File: config.mk
export PLATFORM = sky130hd
export DESIGN_NAME = bwa_adapter
export DESIGN_NICKNAME = d
export VERILOG_FILES = /design/src/verilog/bwa_merge_reg.v /design/src/verilog/bwa_adapter.v
export VERILOG_INCLUDE_DIRS = /design/src /design/src/verilog
export SDC_FILE = /design/constraint.sdc
export NUM_CORES = 1
export LEC_CHECK = 0
export BUFFER_PORTS_ARGS = -buffer_cell sky130_fd_sc_hd__buf_4
export CORE_ASPECT_RATIO = 1.25
export CORE_MARGIN = 5
export CORE_UTILIZATION = 42
export DETAILED_ROUTE_END_ITERATION = 16
export PLACE_DENSITY = 0.91
export SLEW_MARGIN = 20
export SYNTH_ARGS = -nofsm -noshare
export SYNTH_HDL_FRONTEND = slang
export SYNTH_SLANG_ARGS = --single-unit
File: constraint.sdc
create_clock -name ref_clk -period 2.65 [get_ports ref_clk]
set_clock_uncertainty 0.1 [all_clocks]
set_input_delay 0.265 -clock ref_clk [delete_from_list [all_inputs] [get_ports ref_clk]]
set_output_delay 0.265 -clock ref_clk [all_outputs]
set_load 0.02 [all_outputs]
File: src/verilog/bwa_consts.vh
// Purpose: shared constants of the bus width adapter
// Assumes: included by bare name from each design file
// Notes:   definitions only
`ifndef BWA_CONSTS_VH
`define BWA_CONSTS_VH

// alignment style codes on the align_dyn input
`define BWA_ALIGN_NATIVE  1'b0
`define BWA_ALIGN_DYNAMIC 1'b1

// reset values
`define BWA_MERGE_RST     1'b0
`define BWA_BEAT_RST      8'h00

// width of the internal scratch address
`define BWA_XADDR_W       64

`endif

File: src/verilog/bwa_merge_reg.v
// Purpose: merge register that collects narrow read words into one wide word
// Assumes: MW is a whole multiple of SW
// Notes:   read data come straight from the register
`include "bwa_consts.vh"
`default_nettype none

module bwa_merge_reg #(
    parameter MW = 32,
    parameter SW = 16
) (
    input  wire          ref_clk,
    input  wire          rst,
    input  wire          wr_en,
    input  wire [7:0]    idx,
    input  wire [SW-1:0] din,
    output wire [MW-1:0] dout
);
    reg [MW-1:0] merge_q;

    always @(posedge ref_clk or posedge rst) begin
        if (rst) begin
            merge_q <= {MW{`BWA_MERGE_RST}};
        end else if (wr_en) begin
            merge_q[idx*SW +: SW] <= din;
        end
    end

    assign dout = merge_q;
endmodule // bwa_merge_reg

`default_nettype wire

File: src/verilog/bwa_adapter.v
// Purpose: width adapter between one master port and one slave port
// Assumes: no-latency slave handshake, master holds its request until wait drops
// Notes:   align_dyn is a static style select driven by same-clock fabric logic
`include "bwa_consts.vh"
`default_nettype none

module bwa_adapter #(
    parameter MW  = 32,
    parameter SW  = 16,
    parameter MAW = 30,
    parameter SAW = 32
) (
    input  wire            ref_clk,
    input  wire            rst,
    input  wire            align_dyn,
    input  wire [MAW-1:0]  m_addr,
    input  wire            m_read,
    input  wire            m_write,
    input  wire [MW-1:0]   m_wdata,
    input  wire [MW/8-1:0] m_be,
    output reg  [MW-1:0]   m_rdata,
    output reg             m_waitreq,
    output reg  [SAW-1:0]  s_addr,
    output reg             s_read,
    output reg             s_write,
    output reg  [SW-1:0]   s_wdata,
    output reg  [SW/8-1:0] s_be,
    input  wire [SW-1:0]   s_rdata,
    input  wire            s_waitreq
);
    localparam MBE = MW / 8;
    localparam SBE = SW / 8;
    localparam XW  = `BWA_XADDR_W;

    function integer bwa_log2;
        input integer v;
        integer k;
        begin
            bwa_log2 = 0;
            for (k = 1; k < v; k = k * 2) begin
                bwa_log2 = bwa_log2 + 1;
            end
        end
    endfunction

    wire [XW-1:0] m_addr_x = {{(XW-MAW){1'b0}}, m_addr};
    wire          m_req    = m_read | m_write;

    // native path
    reg [SAW-1:0] nat_addr;
    reg [SW-1:0]  nat_wdata;
    reg [SBE-1:0] nat_be;
    reg [MW-1:0]  nat_rdata;
    // dynamic path
    wire [SAW-1:0] dyn_addr;
    wire           dyn_read;
    wire           dyn_write;
    wire [SW-1:0]  dyn_wdata;
    wire [SBE-1:0] dyn_be;
    wire [MW-1:0]  dyn_rdata;
    wire           dyn_wait;

    // native wiring, one offset per word
    generate
        if (MW >= SW) begin : g_nat_fill
            always @* begin
                nat_addr  = m_addr_x[SAW-1:0];
                nat_rdata = {MW{1'b0}};
                nat_rdata[SW-1:0] = s_rdata;
                nat_wdata = m_wdata[SW-1:0];
                nat_be    = m_be[SBE-1:0];
            end
        end else begin : g_nat_low
            always @* begin
                nat_addr  = m_addr_x[SAW-1:0];
                nat_rdata = s_rdata[MW-1:0];
                nat_wdata = {SW{1'b0}};
                nat_wdata[MW-1:0] = m_wdata;
                nat_be    = {SBE{1'b0}};
                nat_be[MBE-1:0] = m_be;
            end
        end
    endgenerate

    generate
        if (MW > SW) begin : g_wide
            localparam integer RATIO = MW / SW;
            localparam RB    = bwa_log2(RATIO);
            localparam [1:0] ST_IDLE = 2'h0;
            localparam [1:0] ST_RUN  = 2'h1;
            localparam [1:0] ST_DONE = 2'h2;
            localparam [7:0] NONE    = RATIO[7:0];

            reg [1:0] state_q;
            reg [1:0] state_d;
            reg [7:0] beat_q;
            reg [7:0] beat_d;
            reg [XW-1:0] addr_x;

            // lowest beat at or after 'from' that must be issued
            function [7:0] next_beat;
                input [7:0]     from;
                input [MBE-1:0] be;
                input           rd;
                integer i;
                begin
                    next_beat = NONE;
                    for (i = RATIO - 1; i >= 0; i = i - 1) begin
                        if (i >= from && (rd || (|be[i*SBE +: SBE]))) begin
                            next_beat = i[7:0];
                        end
                    end
                end
            endfunction

            wire       beat_ok = (state_q == ST_RUN) && !s_waitreq;
            wire [7:0] first   = next_beat(8'h00, m_be, m_read);
            wire [7:0] after   = next_beat(beat_q + 8'h01, m_be, m_read);

            // master keeps a full-width request steady while waiting
            always @* begin
                state_d = state_q;
                beat_d  = beat_q;
                case (state_q)
                    ST_IDLE: begin
                        if (m_req && align_dyn == `BWA_ALIGN_DYNAMIC) begin
                            if (first == NONE) begin
                                state_d = ST_DONE;
                            end else begin
                                beat_d  = first;
                                state_d = ST_RUN;
                            end
                        end
                    end
                    ST_RUN: begin
                        if (!s_waitreq) begin
                            if (after == NONE) begin
                                state_d = ST_DONE;
                            end else begin
                                beat_d = after;
                            end
                        end
                    end
                    ST_DONE: begin
                        state_d = ST_IDLE;
                    end
                    default: begin
                        state_d = ST_IDLE;
                    end
                endcase
            end

            always @(posedge ref_clk or posedge rst) begin
                if (rst) begin
                    state_q <= ST_IDLE;
                    beat_q  <= `BWA_BEAT_RST;
                end else begin
                    state_q <= state_d;
                    beat_q  <= beat_d;
                end
            end

            always @* begin
                addr_x = (m_addr_x << RB) | {{(XW-8){1'b0}}, beat_q};
            end

            assign dyn_addr  = addr_x[SAW-1:0];
            assign dyn_read  = (state_q == ST_RUN) && m_read;
            assign dyn_write = (state_q == ST_RUN) && m_write;
            assign dyn_wdata = m_wdata[beat_q*SW +: SW];
            assign dyn_be    = m_read ? {SBE{1'b1}} : m_be[beat_q*SBE +: SBE];
            assign dyn_wait  = m_req && (state_q != ST_DONE);

            // merge each narrow word into its lanes
            bwa_merge_reg #(
                .MW (MW),
                .SW (SW)
            ) u_merge (
                .ref_clk (ref_clk),
                .rst     (rst),
                .wr_en   (beat_ok && m_read),
                .idx     (beat_q),
                .din     (s_rdata),
                .dout    (dyn_rdata)
            );
        end else if (MW < SW) begin : g_narrow
            localparam RATIO = SW / MW;
            localparam RB    = bwa_log2(RATIO);

            reg [SBE-1:0] be_sel;
            reg [XW-1:0]  addr_x;
            wire [7:0]    sel = {{(8-RB){1'b0}}, m_addr[RB-1:0]};

            // several master words share one offset
            always @* begin
                addr_x = m_addr_x >> RB;
                be_sel = {SBE{1'b0}};
                be_sel[sel*MBE +: MBE] = m_be;
            end

            assign dyn_addr  = addr_x[SAW-1:0];
            assign dyn_read  = m_read;
            assign dyn_write = m_write;
            assign dyn_wdata = {RATIO{m_wdata}};
            assign dyn_be    = be_sel;
            assign dyn_rdata = s_rdata[sel*MW +: MW];
            assign dyn_wait  = s_waitreq;
        end else begin : g_equal
            assign dyn_addr  = nat_addr;
            assign dyn_read  = m_read;
            assign dyn_write = m_write;
            assign dyn_wdata = nat_wdata;
            assign dyn_be    = nat_be;
            assign dyn_rdata = nat_rdata;
            assign dyn_wait  = s_waitreq;
        end
    endgenerate

    always @* begin
        if (align_dyn == `BWA_ALIGN_DYNAMIC) begin
            s_addr    = dyn_addr;
            s_read    = dyn_read;
            s_write   = dyn_write;
            s_wdata   = dyn_wdata;
            s_be      = dyn_be;
            m_rdata   = dyn_rdata;
            m_waitreq = dyn_wait;
        end else begin
            s_addr    = nat_addr;
            s_read    = m_read;
            s_write   = m_write;
            s_wdata   = nat_wdata;
            s_be      = nat_be;
            m_rdata   = nat_rdata;
            m_waitreq = s_waitreq;
        end
    end
endmodule // bwa_adapter

`default_nettype wire

==> reports/results.tsv <==
stage	metric	value	unit
outcome	run status	finished, final reports clean	
power_and_ir_drop	Net Sw Frac	41.8	%
cts	Root Buffer	clkbuf_8	
routing	antenna viol nets, final	0	
global_route	largest net degree at the start of global routing	47	
run	max cap viols	0	
sta	Tmin final	2.21	ns
floorplan	IO Count	173	
worst_setup_path	delay of the slowest critical-path stage	0.49	ns
worst_setup_path	flop2flop setup slack	0.60	ns
final_layout	post-route cell area	0.00399	mm^2
power_and_ir_drop	Cell Int Power	1660	uW
cts	clock-pin slew on the worst setup and hold paths	0.07	ns
power_and_ir_drop	sequential share of power	30.3	%
sta	fmax	452	MHz
worst_setup_path	Crit Path Max Fanout	16	
yosys	unique cell type count in the Yosys netlist	28	
final_layout	final net count	570	
placement	DP HPWL	7400	um
worst_setup_path	CP endpoint kind	primary output	
routing	DR vias/cell	5.14	
sta	Worst slew margin	58.7	%
routing	DRT iter0 DRCs	87	
sta	Sum Neg Setup Slack	0	ns
power_and_ir_drop	Clock Power Share	14.6	%
power_and_ir_drop	Switching Power	1190	uW
worst_setup_path	critical path required time	2.29	ns
yosys	synthesized instance count	320	
worst_setup_path	RR Startpoint	g_wide.beat_q[1]$_DFFE_PP0P_	
worst_setup_path	Reg2Reg Capture Point	g_wide.u_merge.dout[12]$_DFFE_PP0P_	
cts	CTS tree	yes	
power_and_ir_drop	worst vdd ir	511	uV
final_layout	n_diodes	0	
cts	Clock Latency Late Sink	0.29	ns
yosys	Seq/Total Area, Yosys	34.8	%
placement	placed inst area	0.00388	mm^2
sta	final hold viol count	0	
global_route	initial antenna violation count	0	
sta	Slew @ Worst Pin	0.618	ns
worst_setup_path	Startpoint Class	flop	
yosys	syn nets	411	
worst_hold_path	hold endpoint	g_wide.u_merge.dout[26]$_DFFE_PP0P_	
yosys	Syn Std Cell Area	0.00259	mm^2
global_route	Total GRT Usage	23.2	%
sta	RSZ-0062 raised after global routing	false	
floorplan	Die Height	97.7	um
final_layout	synth-to-layout area growth	54.1	%
routing	detailed-router iteration count before antenna repair	5	
worst_setup_path	Max stage delay cell, worst path	and2_1	
worst_setup_path	Reg2Reg Depth	5	
yosys	synthesized flop and latch total	36	
floorplan	die span in x	80.2	um
worst_hold_path	Hold/Removal Path Class	primary input to flop	
routing	# DRC	0	
worst_hold_path	Worst Hold Depth	3	
cts	Num CTS Buffers	5	
routing	WL/cell	16.4	um
placement	port buffer count	171	
routing	Vias	2900	
worst_hold_path	hold path startpoint	s_rdata[10]	
cts	htree depth	2	
routing	Total Routed Length	9220	um
floorplan	die area	0.00784	mm^2
worst_setup_path	WS Path Type	flop to primary output	
floorplan	row cnt	32	
sta	crit share post-route	83.4	%
global_route	grt total ovfl	0	
worst_setup_path	crit-path cells	buf_4, and2_1, nand2_1, a21oi_1, buf_4	
power_and_ir_drop	power share of the combinational group	55.1	%
cts	CTS Sinks	36	
worst_setup_path	CP arrival	1.85	ns
placement	GP Congestion	0.929	
global_route	number of global-route vias before repair	2979	
yosys	Avg Cell Area, Syn	8.08	um^2
power_and_ir_drop	leakage power total	0.00199	uW
power_and_ir_drop	PD cells	717	mW/mm^2
worst_setup_path	Most common cell on crit path	buf_4	
sta	setup violators final	0	
global_route	global-route wire length before repair	14500	um
final_layout	ratio of cells with drive above 1 in the final layout	47.6	%
cts	Post-CTS Setup Inserts	0	
cts	Clock Tree Buf Depth	2	
floorplan	core box area	0.00609	mm^2
yosys	Synth Warn #	0	
floorplan	Initial Utilization	42.5	%
sta	pins over their slew limit	0	
[synthesized netlist by cell type]
library cell | count | area, um^2
clkbuf_1 | 3 | 11.3
a31oi_1 | 2 | 12.5
o21bai_1 | 2 | 15.0
nand2_1 | 92 | 345
buf_4 | 2 | 15.0
nor4b_1 | 1 | 8.76
buf_2 | 16 | 80.1
o21ai_0 | 11 | 55.1
o21a_1 | 1 | 7.51
dfrtp_1 | 36 | 901
nor2_1 | 7 | 26.3
and2_1 | 22 | 138
nor3b_4 | 1 | 18.8
nand2_2 | 1 | 6.26
nand3_1 | 8 | 40.0
ha_1 | 3 | 37.5
conb_1 | 1 | 3.75
buf_6 | 3 | 33.8
nor3_1 | 3 | 15.0
a211oi_1 | 1 | 7.51
and4bb_1 | 1 | 12.5
o31a_1 | 1 | 8.76
o21ai_1 | 24 | 120
and3_1 | 3 | 18.8
o221ai_1 | 2 | 17.5
inv_1 | 8 | 30.0
mux2_2 | 44 | 495
a21oi_1 | 21 | 105
[layer usage]
layer  GRT usage, %  part of all wire, %  up-vias
li1               -                    -     1387
met1           26.7                   38     1354
met2           40.2                   51      135
met3           5.72                  7.5       24
met4           9.88                  3.8        0
met5              0                    0        -
[power groups by stage]
| stage | sequential [uW] | combinational [uW] | clock, uW |
|---|---|---|---|
| floorplan | 836 | 1010 | 0 |
| global placement | 867 | 1520 | 0 |
| detailed placement | 874 | 1580 | 0 |
| CTS | 866 | 1580 | 427 |
| global route | 893 | 1720 | 454 |
| finish | 867 | 1570 | 417 |
[kinds of logic (layout without fill, tap and decap cells)]
kind of cell             count (synthesis)  count (layout)  synth area share (%)
AO/OA/AOI/OAI                           65              65                  13.5
adder cells (fa/ha/maj)                  3               3                  1.45
buffers and inverters                   32             191                  6.58
flip-flops                              36              36                  34.8
multiplexers                            44              44                  19.2
other                                    1               1                 0.145
AND/OR/NAND/NOR                        139             139                  24.3
[how the worst max path moves through the flow]
stage,end,startpoint
after floorplan,g_wide.u_merge.dout[0]$_DFFE_PP0P_,g_wide.beat_q[0]$_DFFE_PP0P_
after global placement,g_wide.u_merge.dout[14]$_DFFE_PP0P_,g_wide.beat_q[1]$_DFFE_PP0P_
after detailed placement,g_wide.u_merge.dout[12]$_DFFE_PP0P_,g_wide.beat_q[1]$_DFFE_PP0P_
after CTS,s_wdata[5],g_wide.beat_q[0]$_DFFE_PP0P_
after global routing,s_wdata[5],g_wide.beat_q[0]$_DFFE_PP0P_
final,s_wdata[5],g_wide.beat_q[0]$_DFFE_PP0P_
[repair_timing]
action                                 in CTS  in global routing
resized for setup                           0                  0
hold buffers                                1                  0
endpoints found under the hold margin      36                  0
[metrics by stage]
step	std cells	setup WS, ns	hold slack (ns)	util, %	power [uW]
3_5_place_dp	556	0.640	0.302	63.7	2450
3_3_place_gp	556	0.712	0.294	63.7	2390
6_report	564	0.439	0.130	65.5	2860
5_1_grt	564	0.254	0.126	65.5	3070
4_1_cts	564	0.437	0.126	65.5	2870
2_1_floorplan	320	0.699	0.292	-	1840
[cells in the final DEF (no fill, tap or decap)]
cell type        n
and2_1          22
clkbuf_8         7
nor3_1           3
ha_1             3
o21ai_0         11
nor4b_1          1
buf_12           1
o21ai_1         24
and3_1           3
inv_1            8
dfrtp_1         36
conb_1           1
o221ai_1         2
o21bai_1         2
o21a_1           1
mux2_2          44
nand3_1          8
and4bb_1         1
a21oi_1         21
nor3b_4          1
dlygate4sd3_1    1
nand2_1         92
nand2_2          1
a211oi_1         1
o31a_1           1
a31oi_1          2
buf_4          174
nor2_1           7
[area by class of cell]
type,count,area [um^2]
Timing Repair Buffer,176,1340
Sequential cell,36,901
Tap cell,85,106
Fill cell,536,2100
Clock buffer,7,96.3
Multi-Input combinational cell,252,1520
Inverter,8,30.0
[critical path, delay by kind of cell (launching register included)]
family,cells,cell delay [ns]
AO/OA/AOI/OAI,1,0.19
buffers and inverters,2,0.40
flip-flops,1,0.35
AND/OR/NAND/NOR,2,0.61
[flip-flops by register name, indices dropped and copies added (netlist names)]
| register | count |
|---|---|
| g_wide.u_merge.dout | 32 |
| g_wide.beat_q | 2 |
| g_wide.state_q | 2 |
(Power assumes the default switching activity.)
